$ cat config.mk
export PLATFORM = sky130hd
export DESIGN_NAME = mmp_ctrl
export DESIGN_NICKNAME = d
export VERILOG_FILES = /design/src/hdl/mmp_pkg.sv /design/src/hdl/mmp_ctrl.sv
export SDC_FILE = /design/constraint.sdc
export NUM_CORES = 1
export LEC_CHECK = 0
export BUFFER_PORTS_ARGS = -buffer_cell sky130_fd_sc_hd__buf_2
export CORE_MARGIN = 1
export CORE_UTILIZATION = 45
export CTS_BUF_LIST = sky130_fd_sc_hd__clkbuf_2
export CTS_CLUSTER_DIAMETER = 100
export CTS_CLUSTER_SIZE = 25
export DETAILED_ROUTE_END_ITERATION = 12
export PLACE_DENSITY = 0.89
export SYNTH_ARGS = -nofsm -noshare
export SYNTH_HDL_FRONTEND = slang
export SYNTH_SLANG_ARGS = --single-unit
$ cat constraint.sdc
create_clock -name i_core_clk -period 2.4 [get_ports i_core_clk]
set_input_delay 0 -clock i_core_clk [delete_from_list [all_inputs] [get_ports i_core_clk]]
set_output_delay 0 -clock i_core_clk [all_outputs]
set_load 0.02 [all_outputs]
$ cat src/hdl/mmp_pkg.sv
// Package with the map-control register layout, modes and carrier types.
package mmp_pkg;
  // Word indices of the registers; byte address is four times the index.
  localparam logic [2:0] IDX_REG_POS = 3'h0;
  localparam logic [2:0] IDX_EE_POS = 3'h1;
  localparam logic [2:0] IDX_MISC = 3'h2;
  localparam logic [2:0] IDX_TEST_A = 3'h3;
  localparam logic [2:0] IDX_TEST_B = 3'h4;
  // Field positions inside the 8-bit registers.
  localparam int REG_POS_LSB = 3;
  localparam int EE_POS_LSB = 3;
  localparam int EE_EN_BIT = 0;
  localparam int STR_LSB = 2;
  localparam int HIDE_BIT = 1;
  localparam int FLASH_BIT = 0;
  // Reset values of the miscellaneous control fields.
  localparam logic [1:0] STR_RST = 2'h3;
  localparam logic HIDE_RST = 1'b0;
  localparam logic FLASH_RST_ON = 1'b1;
  localparam logic FLASH_RST_TEST = 1'b0;
  // Address decode fields of the 16-bit core address.
  localparam int BASE_LSB = 11;
  localparam int HALF_BIT = 10;
  localparam logic [1:0] QTR_LOW_FIXED = 2'h1;
  localparam logic [1:0] QTR_WINDOW = 2'h2;
  localparam logic [1:0] QTR_HIGH_FIXED = 2'h3;
  // Write-once flag index per field.
  localparam int WO_REG = 0;
  localparam int WO_EE = 1;
  localparam int WO_STR = 2;
  localparam int WO_HIDE = 3;
  localparam int WO_FLASH = 4;
  localparam int WO_N = 5;

  typedef enum logic [2:0] {
    MD_NORM_SINGLE = 3'h0,
    MD_NORM_EXP = 3'h1,
    MD_EMUL = 3'h2,
    MD_PERIPH = 3'h3,
    MD_SPEC_SINGLE = 3'h4,
    MD_SPEC_TEST = 3'h5
  } mmp_mode_t;

  typedef struct packed {
    logic [3:0] reg_pos;
    logic [4:0] ee_base;
    logic ee_en;
    logic [1:0] stretch;
    logic hide;
    logic flash_en;
  } mmp_map_t;

  typedef struct packed {
    logic reg_hit;
    logic ee_hit;
    logic flash_hit;
    logic ext_hit;
  } mmp_hit_t;
endpackage

$ cat src/hdl/mmp_ctrl.sv
// Memory-map position control registers with Avalon-MM slave and decode.
// Operation
// - The register-block position is write-once in normal and emulation modes and free in special modes.
// - The register block spans 1K or 2K bytes on any 2K boundary in the low 32K.
// - A fixed zero plus four position bits form the upper five base bits, 0x0000 to 0x7FFF.
// - EEPROM position bits 7:3 give the upper five bits of the EEPROM base.
// - The EEPROM is absent when its enable is 0 and decoded at its base when 1.
// - The EEPROM enable bit is writable at any time in every mode.
// - EEPROM position bits are free or write-once by an integration choice.
// - Writes to the EEPROM and miscellaneous registers act one cycle later.
// - Reset loads stretch 11, hide 0, and flash enable by mode.
// - Stretch, hide and flash enable are write-once outside special modes.
// - Stretch bits 3:2 set the E clocks added to external accesses.
// - Stretch codes 00 to 11 add 0 to 3 E clocks.
// - In single-chip and peripheral modes the stretch has no effect.
// - Hide blocks the low fixed flash pages but not the page window.
// - Flash enable 0 removes the flash from the map, 1 decodes it.
// - The two test registers read at any time and ignore writes.
`timescale 1ns/1ns
module mmp_ctrl
  import mmp_pkg::*;
#(
  parameter logic [3:0] P_REG_POS_RST = 4'h0,
  parameter logic [4:0] P_EE_BASE_RST = 5'h0,
  parameter logic P_EE_EN_RST = 1'b0,
  parameter logic P_FLASH_RST_EXP = 1'b0,
  parameter logic P_EE_POS_ONCE = 1'b0,
  parameter logic P_REG_2K = 1'b1,
  parameter logic [7:0] P_TEST_A_VAL = 8'h00,
  parameter logic [7:0] P_TEST_B_VAL = 8'h00
) (
  input wire logic i_core_clk, // Core clock, 50 MHz.
  input wire logic i_rst, // Synchronous reset, active high.
  input wire mmp_mode_t i_mode, // Operating mode from core logic.
  input wire logic [2:0] i_avs_address, // Word index.
  input wire logic i_avs_read, // Read request.
  input wire logic i_avs_write, // Write request.
  input wire logic [31:0] i_avs_writedata, // Write data.
  input wire logic [3:0] i_avs_byteenable, // Byte lanes.
  input wire logic [15:0] i_cpu_addr, // Core access address.
  output logic [31:0] o_avs_readdata, // Read data.
  output logic o_avs_waitrequest, // Stall, high by default.
  output mmp_map_t o_map, // Current map settings.
  output mmp_hit_t o_hit // Decode of i_cpu_addr, one cycle late.
);

  typedef enum logic [1:0] {
    ST_IDLE = 2'b01,
    ST_ACK = 2'b10
  } mmp_bus_st_t;

  mmp_bus_st_t st_reg;
  mmp_bus_st_t st_next;
  logic wait_reg;
  logic wait_next;
  logic [31:0] rdata_reg;
  logic [31:0] rdata_next;
  mmp_map_t map_reg;
  mmp_map_t map_next;
  mmp_hit_t hit_reg;
  mmp_hit_t hit_next;
  logic [WO_N-1:0] once_reg;
  logic [WO_N-1:0] once_next;
  logic [WO_N-1:0] fld_wr;
  logic [WO_N-1:0] fld_ok;
  logic special;
  logic single;
  logic wr_fire;
  logic [7:0] wbyte;
  logic [7:0] rbyte;
  logic flash_rst;
  mmp_map_t omap_reg;
  mmp_map_t omap_next;

  // Peripheral counts as special for write rights; emulation as normal.
  assign special = (i_mode == MD_SPEC_SINGLE) || (i_mode == MD_SPEC_TEST)
                || (i_mode == MD_PERIPH);
  assign single = (i_mode == MD_NORM_SINGLE) || (i_mode == MD_SPEC_SINGLE)
               || (i_mode == MD_PERIPH);
  assign wr_fire = (st_reg == ST_ACK) && i_avs_write && i_avs_byteenable[0];
  assign wbyte = i_avs_writedata[7:0];

  // Bus handshake: every access is answered one cycle after it is seen.
  always_comb begin
    st_next = st_reg;
    wait_next = 1'b1;
    case (st_reg)
      ST_IDLE: begin
        if (i_avs_read || i_avs_write) begin
          st_next = ST_ACK;
          wait_next = 1'b0;
        end
      end
      ST_ACK: begin
        st_next = ST_IDLE;
      end
      default: begin
        st_next = ST_IDLE;
      end
    endcase
  end

  always_ff @(posedge i_core_clk) begin
    if (i_rst) begin
      st_reg <= ST_IDLE;
      wait_reg <= 1'b1;
    end else begin
      st_reg <= st_next;
      wait_reg <= wait_next;
    end
  end

  // Read mux; test registers return fixed values, unmapped words read zero.
  always_comb begin
    rbyte = 8'h00;
    case (i_avs_address)
      IDX_REG_POS: rbyte[REG_POS_LSB+:4] = map_reg.reg_pos;
      IDX_EE_POS: begin
        rbyte[EE_POS_LSB+:5] = map_reg.ee_base;
        rbyte[EE_EN_BIT] = map_reg.ee_en;
      end
      IDX_MISC: begin
        rbyte[STR_LSB+:2] = map_reg.stretch;
        rbyte[HIDE_BIT] = map_reg.hide;
        rbyte[FLASH_BIT] = map_reg.flash_en;
      end
      IDX_TEST_A: rbyte = P_TEST_A_VAL;
      IDX_TEST_B: rbyte = P_TEST_B_VAL;
      default: rbyte = 8'h00;
    endcase
    rdata_next = rdata_reg;
    if (st_reg == ST_IDLE && i_avs_read) begin
      rdata_next = {24'h000000, rbyte};
    end
  end

  always_ff @(posedge i_core_clk) begin
    if (i_rst) begin
      rdata_reg <= 32'h00000000;
    end else begin
      rdata_reg <= rdata_next;
    end
  end

  // Which write-once field a completing write touches.
  always_comb begin
    fld_wr = '0;
    if (wr_fire) begin
      case (i_avs_address)
        IDX_REG_POS: fld_wr[WO_REG] = 1'b1;
        IDX_EE_POS: fld_wr[WO_EE] = 1'b1;
        IDX_MISC: begin
          fld_wr[WO_STR] = 1'b1;
          fld_wr[WO_HIDE] = 1'b1;
          fld_wr[WO_FLASH] = 1'b1;
        end
        default: fld_wr = '0;
      endcase
    end
  end

  // One flag per field; a spent flag blocks writes outside special modes.
  genvar g;
  generate
    for (g = 0; g < WO_N; g++) begin : g_once
      always_comb begin
        fld_ok[g] = fld_wr[g] && (special || !once_reg[g]);
        once_next[g] = once_reg[g] | fld_wr[g];
      end
    end
  endgenerate

  // Flash enable reset value depends on the mode seen during reset.
  always_comb begin
    case (i_mode)
      MD_NORM_SINGLE, MD_PERIPH: flash_rst = FLASH_RST_ON;
      MD_SPEC_TEST: flash_rst = FLASH_RST_TEST;
      MD_NORM_EXP, MD_EMUL: flash_rst = P_FLASH_RST_EXP;
      default: flash_rst = FLASH_RST_ON;
    endcase
  end

  always_comb begin
    map_next = map_reg;
    if (fld_ok[WO_REG]) begin
      map_next.reg_pos = wbyte[REG_POS_LSB+:4];
    end
    if (fld_wr[WO_EE]) begin
      map_next.ee_en = wbyte[EE_EN_BIT];
      if (!P_EE_POS_ONCE || fld_ok[WO_EE]) begin
        map_next.ee_base = wbyte[EE_POS_LSB+:5];
      end
    end
    if (fld_ok[WO_STR]) begin
      map_next.stretch = wbyte[STR_LSB+:2];
    end
    if (fld_ok[WO_HIDE]) begin
      map_next.hide = wbyte[HIDE_BIT];
    end
    if (fld_ok[WO_FLASH]) begin
      map_next.flash_en = wbyte[FLASH_BIT];
    end
  end

  // The new value is registered at the completing edge and used next cycle.
  always_ff @(posedge i_core_clk) begin
    if (i_rst) begin
      map_reg.reg_pos <= P_REG_POS_RST;
      map_reg.ee_base <= P_EE_BASE_RST;
      map_reg.ee_en <= P_EE_EN_RST;
      map_reg.stretch <= STR_RST;
      map_reg.hide <= HIDE_RST;
      map_reg.flash_en <= flash_rst;
      once_reg <= '0;
    end else begin
      map_reg <= map_next;
      once_reg <= once_next;
    end
  end

  // Address decode; register block wins over EEPROM, EEPROM over flash.
  always_comb begin
    logic [1:0] qtr;
    logic [4:0] top;
    qtr = i_cpu_addr[15:14];
    top = i_cpu_addr[15:BASE_LSB];
    hit_next = '0;
    hit_next.reg_hit = (top == {1'b0, map_reg.reg_pos})
                    && (P_REG_2K || !i_cpu_addr[HALF_BIT]);
    hit_next.ee_hit = map_reg.ee_en && (top == map_reg.ee_base)
                   && !hit_next.reg_hit;
    hit_next.flash_hit = map_reg.flash_en && !hit_next.reg_hit
                      && !hit_next.ee_hit
                      && ((qtr == QTR_HIGH_FIXED) || (qtr == QTR_WINDOW)
                      || (qtr == QTR_LOW_FIXED && !map_reg.hide));
    hit_next.ext_hit = !single && !hit_next.reg_hit && !hit_next.ee_hit
                    && !hit_next.flash_hit;
  end

  always_ff @(posedge i_core_clk) begin
    if (i_rst) begin
      hit_reg <= '0;
    end else begin
      hit_reg <= hit_next;
    end
  end

  assign o_avs_readdata = rdata_reg;
  assign o_avs_waitrequest = wait_reg;
  assign o_hit = hit_reg;
  assign o_map = omap_reg;

  // Pin copy of the map, registered so that the output comes from a flop.
  // Stretch is forced to zero where there is no external bus; a mode change
  // without reset therefore reaches the pin one cycle late.
  always_comb begin
    omap_next = map_next;
    if (i_rst) begin
      omap_next.reg_pos = P_REG_POS_RST;
      omap_next.ee_base = P_EE_BASE_RST;
      omap_next.ee_en = P_EE_EN_RST;
      omap_next.stretch = STR_RST;
      omap_next.hide = HIDE_RST;
      omap_next.flash_en = flash_rst;
    end
    if (single) begin
      omap_next.stretch = 2'h0;
    end
  end

  always_ff @(posedge i_core_clk) begin
    omap_reg <= omap_next;
  end
endmodule

After elaboration in Yosys (flattened, before gate mapping)
Index checks and enable logic that the tools add are counted.

Register bits after elaboration: 36. Latch bits: 0. Bits in writable memories: 0. ROM bits: 0. Input bits: 62. Output and inout port bits: 51. Memories: 0.

$add $sub $neg: 0. $mul: 0. Divide/modulo/power cells: 0. $lt $le $gt $ge: 0. Equality and inequality tests: 14. Shifts and indexed selects: 0. Mux-type cells: 15. Bitwise operators: 6. Reduce and logical (&&, ||, !) cells: 41.

Operators with widths (number): 1-bit logical AND (16); 1-bit logical OR (11); 3-bit by 2-bit equality test with 1-bit output (second input constant) (3); 1-bit zero test (9); 1-bit 2-to-1 mux (7); 2-bit equality test (second input constant) (3); 3-bit by 1-bit equality test with 1-bit output (second input constant) (2); 3-bit equality test (second input constant) (2); 3-bit zero test (2); 3-bit case mux with 2 select lines (1); 5-bit by 4-bit equality test with 1-bit output (1); 5-bit equality test (1); 5-bit 2-to-1 mux (1); 1-bit bitwise OR (5); 2-bit by 1-bit equality test with 1-bit output (second input constant) (2); 2-bit 2-to-1 mux (2); 4-bit 2-to-1 mux (1); 3-bit 2-to-1 mux (1); 1-bit case mux with 3 select lines (1); 3-bit OR reduction (1); 1-bit case mux with 2 select lines (1); 2-bit nonzero test (1); 2-bit OR reduction (1); 1-bit inverter (1).

Logic depth before layout (Yosys ltp)
Gate-level depths: netlist of run 1.

Depth in word-level cells: 8. Depth in mapped cells: 5.

Worst setup path before layout of run 1
Ideal clock, no wire load.

Path type: reg-to-reg. Start point: register st_reg[1]. End point: register omap_reg (netlist bit o_map[4]). Library setup time: 0.128 ns. Arrival: 1.274 ns. Slack: 0.998 ns. Cell stages (with the launch flop): 5. Buffers on the path: 0. Path through: dfxtp_1 nand4b_4 nor4b_4 mux2i_1 nor2_1.

Cells in the longest elaborated chain, start to end: 4.

RTL lines: from (decl) (RTL line mmp_ctrl.sv:52) `mmp_bus_st_t st_reg;`; from (signal assigned) (RTL line mmp_ctrl.sv:108) `st_reg <= st_next;`; 2-bit equality test (RTL line mmp_ctrl.sv:80) `assign wr_fire = (st_reg == ST_ACK) && i_avs_write && i_avs_byteenable[0];`; 1-bit logical AND (2 in series) (RTL line mmp_ctrl.sv:80); 5-bit 2-to-1 mux (RTL line mmp_ctrl.sv:148) `if (wr_fire) begin`; to (signal assigned) (RTL line mmp_ctrl.sv:272) `omap_reg <= omap_next;`; to (decl) (RTL line mmp_ctrl.sv:72) `mmp_map_t omap_reg;`.

Every way passes these cells. A chain may end at the register's enable or synchronous reset.

==> results of run 1 <==
-- how the worst min path moves through the flow --
stage,start,end,slack [ns],cells past startpoint
detailed placement,i_avs_read,o_avs_waitrequest$_SDFF_PP1_,0.22,2
finish,i_mode[1],o_map[2]$_SDFF_PP0_,0.03,3
global route,i_mode[1],o_map[2]$_SDFF_PP0_,0.04,3
global placement,i_avs_read,o_avs_waitrequest$_SDFF_PP1_,0.22,2
CTS,i_mode[1],o_map[2]$_SDFF_PP0_,0.03,3
floorplan,i_avs_read,o_avs_waitrequest$_SDFF_PP1_,0.10,1
-- logic make-up after synthesis --
logic type / Yosys count
AO/OA/AOI/OAI: 20
XOR/XNOR: 9
buffers and inverters: 44
flip-flops: 35
multiplexers: 18
other: 1
AND/OR/NAND/NOR: 66
-- cell type report --
cell class / count / area [um^2]
timing repair buffer: 66 / 410
fill: 354 / 1670
inverter: 1 / 3.75
tap: 48 / 60.1
clock buffer: 6 / 30.0
multi-input combinational: 137 / 877
clock inverter: 2 / 7.51
sequential: 35 / 711
-- layer usage --
metal	track usage [%]	up-vias	part of all wire (%)	wire length (um)
li1	-	702	-	-
met1	22.9	635	43	1570
met2	29.8	48	49	1800
met3	5.90	3	7.0	255
met4	4.35	0	0.79	29
met5	0	-	0	0
-- cells in the mapped netlist (all sizes together) --
library cell	number	area share [%]
nand2	4	0.82
nor4	4	1.4
xor2	1	0.48
nor3	3	0.82
nor3b	1	0.41
mux2i	17	9.3
xnor2	8	3.8
clkbuf	4	0.82
nand2b	1	0.34
conb	1	0.21
edfxtp	1	1.6
or3b	1	0.62
a22oi	4	1.6
nand4	2	0.69
o2bb2ai	1	0.48
buf	39	16
a21oi	4	1.1
nand4b	1	1.3
inv	1	0.21
nor2b	3	1.0
a41o	1	0.55
dfxtp	34	37
a311oi	3	3.4
o21a	1	0.41
a21o	1	0.41
nand3	1	0.27
and2	2	0.69
nor2	38	7.8
mux2	1	0.62
nor4b	1	1.3
o21ai	4	1.1
and2b	1	0.41
nand3b	2	0.82
a22o	1	0.48
or3	1	0.62
-- critical path: cells and delay by family (launching register included) --
| family | cells | cell delay, ns |
|---|---|---|
| AND/OR/NAND/NOR | 2 | 0.25 |
| buffers and inverters | 2 | 1.14 |
| XOR/XNOR | 1 | 0.17 |
| flip-flops | 1 | 0.47 |
-- through the flow --
stage | total power [mW] | hold slack [ns] | std cells | cell area (um^2) | worst slack [ns]
floorplan | 0.757 | 0.100 | 216 | 1910 | 0.998
finish | 1.03 | 0.0258 | 295 | 2100 | 0.332
CTS | 1.04 | 0.0277 | 295 | 2100 | 0.409
detailed placement | 0.766 | 0.222 | 271 | 1900 | 0.754
global placement | 0.763 | 0.220 | 271 | 1900 | 0.839
global route | 1.08 | 0.0361 | 295 | 2100 | 0.246
-- placed cells by master, fill, tap and decap left out, types with 2 or more instances in the layout --
| cell | netlist | routed |
|---|---|---|
| a21oi_1 | 4 | 4 |
| a22oi_1 | 4 | 4 |
| a311oi_4 | 2 | 2 |
| and2_1 | 2 | 2 |
| buf_2 | 0 | 50 |
| clkbuf_2 | 0 | 6 |
| clkinv_1 | 0 | 2 |
| conb_1 | 1 | 24 |
| dfxtp_1 | 34 | 34 |
| dlygate4sd3_1 | 0 | 16 |
| mux2i_1 | 17 | 17 |
| nand2_1 | 4 | 4 |
| nand3b_1 | 2 | 2 |
| nand4_1 | 2 | 2 |
| nor2_1 | 38 | 38 |
| nor2b_1 | 3 | 3 |
| nor3_1 | 3 | 3 |
| nor4_1 | 4 | 4 |
| o21ai_0 | 4 | 4 |
| xnor2_1 | 8 | 8 |
-- power groups by stage --
stage	clock (mW)	combinational [mW]	sequential (mW)
5_1_grt	0.292	0.186	0.606
4_1_cts	0.265	0.168	0.604
3_5_place_dp	0	0.149	0.617
2_1_floorplan	0	0.131	0.625
3_3_place_gp	0	0.147	0.616
6_report	0.259	0.170	0.604
==> qor.yml, run 1 <==
status:
  outcome: "complete, no violations"
setup_path:
  critPathCapture: "o_hit[2]$_SDFF_PP0_"
  cp-startpoint: "o_map[9]$_SDFFE_PP0P_"
  path_common_cell: "dlygate4sd3_1"
  r2r_cells: 5
  critPathCaptureType: "register"
  worstSetupStartpointType: "register"
  cp_slowest_stage_delay_ns: 0.57
  r2r_start: "o_map[9]$_SDFFE_PP0P_"
  cp_slowest_cell: "dlygate4sd3_1"
  reg2reg_to: "o_hit[2]$_SDFF_PP0_"
  crit_type: "reg2reg"
  ff2ff_setup_slack_ns: 0.33
  critPathArrivalTime_ns: 2.40
  cp.required_ns: 2.73
  crit_path_max_fanout: 4
  path_cells: "xnor2_1, nand2_1, dlygate4sd3_1, nor3_1, dlygate4sd3_1"
global_routing:
  grt_overflow_total: 0
  grt_pass1_wl_mm: 5.92
  grt_util_all_layers_pct: 18.2
  grt_pass1_vias: 1263
  antenna_found_initial: 0
  grt_max_degree: 33
clocking:
  max-clock-path-buffers: 2
  ctsHoldBuffers: 16
  cts_setup_buffers: 0
  path_clk_slew_ns: 0.18
  post_cts_resized: 0
  cts.sinks: 35
  clock_latency_ns: 0.38
  cts_tree: "built"
  cts_root_buf: "clkbuf_2"
  htreeDepth: 2
  cts_buffers: 5
placement:
  dp_hpwl_mm: 2.67
  io_buffers: 50
  place_congestion: 0.794
sta:
  rsz0062_at_grt: "no"
  fin_setup_tns_ns: 0
  hold_viol: 0
  tightest_slew_ns: 0.571
  finalSetupViolCount: 0
  max-slew-margin-rel_pct: 61.7
  finalCritPeriodShare_pct: 86.2
  fin_worst_skew_ns: 0.0219
  slew_violations: 0
  timing.fmax_mhz: 483
  fin_crit_ns: 2.07
floorplan:
  die_h_um: 65.6
  initial_utilization_pct: 48.3
  rows: 22
  pin_count: 113
  die_area_um2: 4300
  die_w_um: 65.6
  core_area_um2: 3770
synth:
  netlist_area_um2: 1820
  synth-adder-area-share_pct: 0
  syn_avg_cell_area_um2: 9.43
  syn_inst: 193
  synth.mux.area_fraction_pct: 9.97
  synth_top_family_by_area: "simple AND/OR/NAND/NOR gates"
  synth_warnings: 0
  ys_ff_latch: 35
  ys_seq_area_share_pct: 39.0
  synth_simple_gate_area_share_pct: 19.4
  synth_cell_types: 37
  synth_xor_area_share_pct: 4.33
  synth_compound_area_share_pct: 9.55
final_layout:
  area_delta_synth_final_pct: 15.3
  diodes: 0
  final_util_pct: 55.7
  drive_gt1_share_pct: 25.5
  largest_reg_flops: 14
  final_nets: 308
power_and_ir_drop:
  p_sw_mw: 0.303
  p_seq_share_pct: 58.5
  peakVddDrop_mv: 0.266
  power.density_nw_per_um2: 492
  p_sw_share_pct: 29.3
  power.leakage_nw: 0.918
  pwr-share-clk_pct: 25.0
  power.internal_mw: 0.730
  pwr-share-comb_pct: 16.5
route:
  via_per_inst: 4.71
  firstDrtPassIters: 4
  drt_iter0_drc: 63
  drt-total-wl_mm: 3.66
  final_antenna_net_count: 0
  drcViolationCount: 0
  vias: 1388
  wl_per_cell_um: 12.4
hold_path:
  hp-class: "in2reg"
flow_run:
  drv_cap: 0
(Power assumes the default switching activity.)
==> run 2: changes to the inputs <==
- CORE_MARGIN: 1 -> 10
- CORE_UTILIZATION: 45 -> 44
- PLACE_DENSITY: 0.89 -> 0.87
- clock period: 2.4 -> 2.3 ns (I/O delays scaled with it)
==> qor.yml, run 2 (synthesized netlist as in run 1, its figures left out) <==
setup_path:
  crit_path_max_fanout: 4  # unchanged
  critPathArrivalTime_ns: 2.10  # was 2.40 ns
  cp_slowest_stage_delay_ns: 0.57  # about the same
  worstSetupStartpointType: "register"  # unchanged
  path_cells: "xor2_1, nor2_1, a41o_1, nor3_1, dlygate4sd3_1"  # was xnor2_1, nand2_1, dlygate4sd3_1, nor3_1, dlygate4sd3_1
  ff2ff_setup_slack_ns: 0.55  # was 0.33 ns
  cpLargestDelayFamily: "buffers and inverters"  # unchanged
  r2r_cells: 5  # unchanged
  reg2reg_to: "o_hit[2]$_SDFF_PP0_"  # unchanged
  crit_type: "reg2reg"  # unchanged
  cp.required_ns: 2.65  # was 2.73 ns
  r2r_start: "o_map[10]$_SDFFE_PP0P_"  # was o_map[9]$_SDFFE_PP0P_
  critical_path_buf_inv_count: 1  # was 2
  cp_slowest_cell: "dlygate4sd3_1"  # unchanged
  critPathCaptureType: "register"  # unchanged
floorplan:
  die_h_um: 84.3  # was 65.6 um
  initial_utilization_pct: 45.5  # was 48.3%
  pin_count: 113  # unchanged
  core_area_um2: 4000  # was 3770 um^2
  die_w_um: 84.3  # was 65.6 um
  die_area_um2: 7110  # was 4300 um^2
  rows: 23  # was 22
global_routing:
  grt_pass1_wl_mm: 6.93  # was 5.92 mm
  grt_util_all_layers_pct: 11.9  # was 18.2%
  grt_pass1_vias: 1413  # was 1263
  antenna_found_initial: 0  # unchanged
  grt_max_degree: 33  # unchanged
  grt_overflow_total: 0  # unchanged
sta:
  tightest_slew_ns: 0.589  # was 0.571 ns
  max-slew-margin-rel_pct: 60.6  # was 61.7%
  fin_setup_tns_ns: 0  # unchanged
  holdWs_ns: 0.0285  # was 0.0258 ns
  hold_viol: 0  # unchanged
  finalSetupViolCount: 0  # unchanged
  finalCritPeriodShare_pct: 76.1  # was 86.2%
  fin_crit_ns: 1.75  # was 2.07 ns
  fin_worst_skew_ns: 0.00460  # was 0.0219 ns
  timing.fmax_mhz: 572  # was 483 MHz
  rsz0062_at_grt: "no"  # unchanged
  slew_violations: 0  # unchanged
route:
  vias: 1416  # was 1388
  via_per_inst: 4.78  # was 4.71
  drt_iter0_drc: 98  # was 63
  drt-total-wl_mm: 4.28  # was 3.66 mm
  wl_per_cell_um: 14.4  # was 12.4 um
  drcViolationCount: 0  # unchanged
  final_antenna_net_count: 0  # unchanged
  firstDrtPassIters: 4  # unchanged
placement:
  io_buffers: 50  # unchanged
  place_congestion: 0.761  # was 0.794
  dp_hpwl_mm: 3.33  # was 2.67 mm
power_and_ir_drop:
  power.leakage_nw: 0.916  # was 0.918 nW
  peakVddDrop_mv: 0.259  # was 0.266 mV
  power.density_nw_per_um2: 518  # was 492 nW/um^2
clocking:
  path_clk_slew_ns: 0.17  # was 0.18 ns
  cts.sinks: 35  # unchanged
  htreeDepth: 2  # unchanged
  max-clock-path-buffers: 2  # unchanged
  cts_tree: "built"  # unchanged
  cts_root_buf: "clkbuf_2"  # unchanged
  clock_latency_ns: 0.39  # was 0.38 ns
  cts_buffers: 5  # unchanged
final_layout:
  diodes: 0  # unchanged
  final_nets: 307  # was 308
  final_util_pct: 52.3  # was 55.7%
  largest_reg_flops: 14  # unchanged
  drive_gt1_share_pct: 25.6  # was 25.5%
  layout_commonest_cell: "buf_2"  # unchanged
  area_delta_synth_final_pct: 14.9  # was 15.3%
  final_cell_mix: "buf_2, nor2_1, dfxtp_1"  # unchanged
hold_path:
  hp-class: "in2reg"  # unchanged
  hold_depth: 3  # unchanged
  hold_start: "i_mode[1]"  # unchanged
  holdPathEnd: "o_map[2]$_SDFF_PP0_"  # unchanged
flow_run:
  drv_cap: 0  # unchanged
status:
  outcome: "complete, no violations"  # unchanged
## run 2: cell count changes in the layout (fill, tap and decap cells not counted)
cell / change
dlygate4sd3_1: -1
## run 2: tightest hold or removal path: stages
cell and delay [ns]:
buf_2 0.11, o21a_1 0.16, and2_1 0.13
## run 2: power by group
part / internal [mW] / switching [mW] / total (mW) / leakage [nW]
registers: 0.623 / 0.00718 / 0.631 / 0.286
clock network: 0.0730 / 0.202 / 0.275 / 0.0281
logic: 0.0642 / 0.114 / 0.178 / 0.602
total: 0.761 / 0.322 / 1.08 / 0.916
## run 2: worst max path at each step
stage / from / slack (ns) / end / cells after the start
floorplan: st_reg[1]$_SDFFE_PP0N_ / 0.90 / o_map[4]$_SDFFE_PP0P_ / 4
global placement: st_reg[1]$_SDFFE_PP0N_ / 0.73 / o_map[6]$_SDFFE_PP0P_ / 4
detailed placement: st_reg[1]$_SDFFE_PP0N_ / 0.64 / o_map[5]$_SDFFE_PP0P_ / 4
CTS: o_map[10]$_SDFFE_PP0P_ / 0.57 / o_hit[2]$_SDFF_PP0_ / 5
global route: o_map[10]$_SDFFE_PP0P_ / 0.44 / o_hit[2]$_SDFF_PP0_ / 5
finish: o_map[10]$_SDFFE_PP0P_ / 0.55 / o_hit[2]$_SDFF_PP0_ / 5
## run 2: routing by layer
metal / part of all wire (%) / track usage (%) / wire length [um] / vias to the layer above
li1: - / - / - / 703
met1: 42 / 13.5 / 1810 / 661
met2: 49 / 19.4 / 2110 / 47
met3: 7.1 / 4.35 / 305 / 5
met4: 1.1 / 5.48 / 47 / 0
met5: 0 / 0 / 0 / -
## run 2: cell type report
cell class | instances | area, um^2
clock buffer | 6 | 30.0
clock inverter | 2 | 7.51
fill | 393 | 1910
inverter | 1 | 3.75
multi-input combinational | 137 | 877
sequential | 35 | 711
tap | 50 | 62.6
timing repair buffer | 65 | 400
## run 2: what timing repair did
| action | in CTS | in global routing |
|---|---|---|
| endpoints found under the hold margin | 20 | 0 |
| buffers inserted | 0 | 0 |
| gates resized for setup | 0 | 0 |
| hold buffers | 15 | 0 |
## run 2: metrics by stage
stage                     setup WS [ns]  instances  total power, mW  cell area (um^2)
after floorplan                   0.898        216            0.790              1910
after global placement            0.726        273            0.798              1900
after detailed placement          0.640        273            0.799              1900
after CTS                         0.566        296             1.08              2090
after global routing              0.438        296             1.13              2090
final                             0.550        296             1.08              2090
==> run 3: changes to the inputs <==
- clock period: 2.3 -> 1.64 ns (I/O delays scaled with it)
==> qor.yml, run 3 (synthesized netlist as in run 1, its figures left out) <==
power_and_ir_drop:
  power.density_nw_per_um2: 777  # was 518 nW/um^2
  peakVddDrop_mv: 0.470  # was 0.259 mV
  power.leakage_nw: 0.943  # was 0.916 nW
route:
  via_per_inst: 4.79  # was 4.78
  wl_per_cell_um: 14.2  # was 14.4 um
  firstDrtPassIters: 4  # unchanged
  vias: 1436  # was 1416
  drt-total-wl_mm: 4.26  # was 4.28 mm
  drcViolationCount: 0  # unchanged
  drt_iter0_drc: 104  # was 98
  final_antenna_net_count: 0  # unchanged
clocking:
  cts_buffers: 5  # unchanged
  max-clock-path-buffers: 2  # unchanged
  path_clk_slew_ns: 0.17  # about the same
  cts.sinks: 35  # unchanged
  cts_tree: "built"  # unchanged
  htreeDepth: 2  # unchanged
  clock_latency_ns: 0.38  # was 0.39 ns
  cts_root_buf: "clkbuf_2"  # unchanged
floorplan:
  core_area_um2: 4000  # unchanged
  die_h_um: 84.3  # unchanged
  rows: 23  # unchanged
  initial_utilization_pct: 45.5  # unchanged
  pin_count: 113  # unchanged
  die_w_um: 84.3  # unchanged
  die_area_um2: 7110  # unchanged
sta:
  timing.fmax_mhz: 645  # was 572 MHz
  fin_crit_ns: 1.55  # was 1.75 ns
  fin_setup_tns_ns: 0  # unchanged
  hold_viol: 0  # unchanged
  finalCritPeriodShare_pct: 94.6  # was 76.1%
  finalSetupViolCount: 0  # unchanged
  slew_violations: 0  # unchanged
  fin_worst_skew_ns: 0.00852  # was 0.00460 ns
  rsz0062_at_grt: "no"  # unchanged
  worst_slack_ns: 0.0891  # was 0.550 ns
final_layout:
  final_cell_mix: "buf_2, nor2_1, dfxtp_1"  # unchanged
  area_delta_synth_final_pct: 18.3  # was 14.9%
  diodes: 0  # unchanged
  final_nets: 311  # was 307
  drive_gt1_share_pct: 27.6  # was 25.6%
  fin_area_um2: 2150  # was 2090 um^2
  largest_reg_flops: 14  # unchanged
  layout_commonest_cell: "buf_2"  # unchanged
placement:
  placed_cell_area_um2: 1930  # was 1900 um^2
  io_buffers: 50  # unchanged
  place_congestion: 0.785  # was 0.761
  place_ws_ns: 0.183  # was 0.640 ns
  dp_hpwl_mm: 3.36  # was 3.33 mm
setup_path:
  path_cells: "xnor2_1, nand4_1, dlygate4sd3_1, nor3_1"  # was xor2_1, nor2_1, a41o_1, nor3_1, dlygate4sd3_1
  crit_path_max_fanout: 4  # unchanged
  crit_type: "reg2reg"  # unchanged
  cp_slowest_cell: "dlygate4sd3_1"  # unchanged
  cp_slowest_stage_delay_ns: 0.61  # was 0.57 ns
  critPathCaptureType: "register"  # unchanged
  critPathArrivalTime_ns: 1.87  # was 2.10 ns
  cp.required_ns: 1.95  # was 2.65 ns
  r2r_cells: 4  # was 5
  worstSetupStartpointType: "register"  # unchanged
global_routing:
  grt_overflow_total: 0  # unchanged
  grt_pass1_wl_mm: 6.71  # was 6.93 mm
  grt_max_degree: 23  # was 33
  grt_pass1_vias: 1408  # was 1413
  antenna_found_initial: 0  # unchanged
  grt_util_all_layers_pct: 11.1  # was 11.9%
status:
  outcome: "complete, no violations"  # unchanged
hold_path:
  hold_depth: 2  # was 3
  hp-class: "in2reg"  # unchanged
flow_run:
  drv_cap: 0  # unchanged
==> run 3: changes by cell type in the layout (fill, tap and decap cells not counted), sizes merged <==
cell	previous run	this run
dlygate4sd3	15	16
buf	50	53
bufinv	0	1
clkbuf	6	5
==> run 3: final cells by class <==
| cell class | count | area (um^2) |
|---|---|---|
| Fill cell | 373 | 1850 |
| Multi-Input combinational cell | 137 | 877 |
| Sequential cell | 35 | 713 |
| Timing Repair Buffer | 69 | 433 |
| Tap cell | 50 | 62.6 |
| Clock inverter | 3 | 38.8 |
| Clock buffer | 5 | 25.0 |
| Inverter | 1 | 3.75 |
==> run 3: layer usage <==
metal	GRT usage [%]	part of all wire [%]	up-vias
met2	18.4	49	55
li1	-	-	704
met5	0	0	-
met1	12.5	41	671
met3	5.12	9.7	6
met4	3.20	0.71	0
==> run 3: what timing repair did <==
| action | 4_1_cts | 5_1_grt |
|---|---|---|
| setup endpoints to repair | 0 | 1 |
| gates resized for setup | 0 | 2 |
| buffers inserted | 0 | 0 |
| hold buffers | 16 | 0 |
| endpoints found under the hold margin | 19 | 0 |
==> run 3: critical path, delay by kind of cell (launching register included) <==
family | cells | cell delay (ns)
buf+inv | 1 | 0.61
simple gates | 2 | 0.31
xor+xnor | 1 | 0.14
flops | 1 | 0.43
==> run 3: path summary, 6_finish.rpt <==
check / startpoint / slack (ns) / end
setup / recovery: o_map[7]$_SDFFE_PP0P_ / 0.09 / o_hit[2]$_SDFF_PP0_
hold / removal: i_rst / 0.001 / o_map[4]$_SDFFE_PP0P_
hold reg to reg: once_reg[4]$_SDFF_PP0_ / 0.50 / once_reg[4]$_SDFF_PP0_
setup reg to reg: o_map[7]$_SDFFE_PP0P_ / 0.09 / o_hit[2]$_SDFF_PP0_
==> run 3: stage by stage <==
step | utilization, % | cells | hold slack [ns] | power, mW
after detailed placement | 48.2 | 276 | 0.235 | 1.13
after floorplan | - | 216 | 0.100 | 1.11
final | 53.8 | 300 | 0.00149 | 1.67
after CTS | 53.8 | 300 | 0.00450 | 1.68
after global placement | 48.2 | 276 | 0.217 | 1.12
after global routing | 53.8 | 300 | 0.00969 | 1.74
==> run 3: report_power, final <==
part	internal (mW)	switching, mW	leakage [nW]
registers	0.874	0.00941	0.287
clock network	0.251	0.285	0.0404
logic	0.0947	0.160	0.616
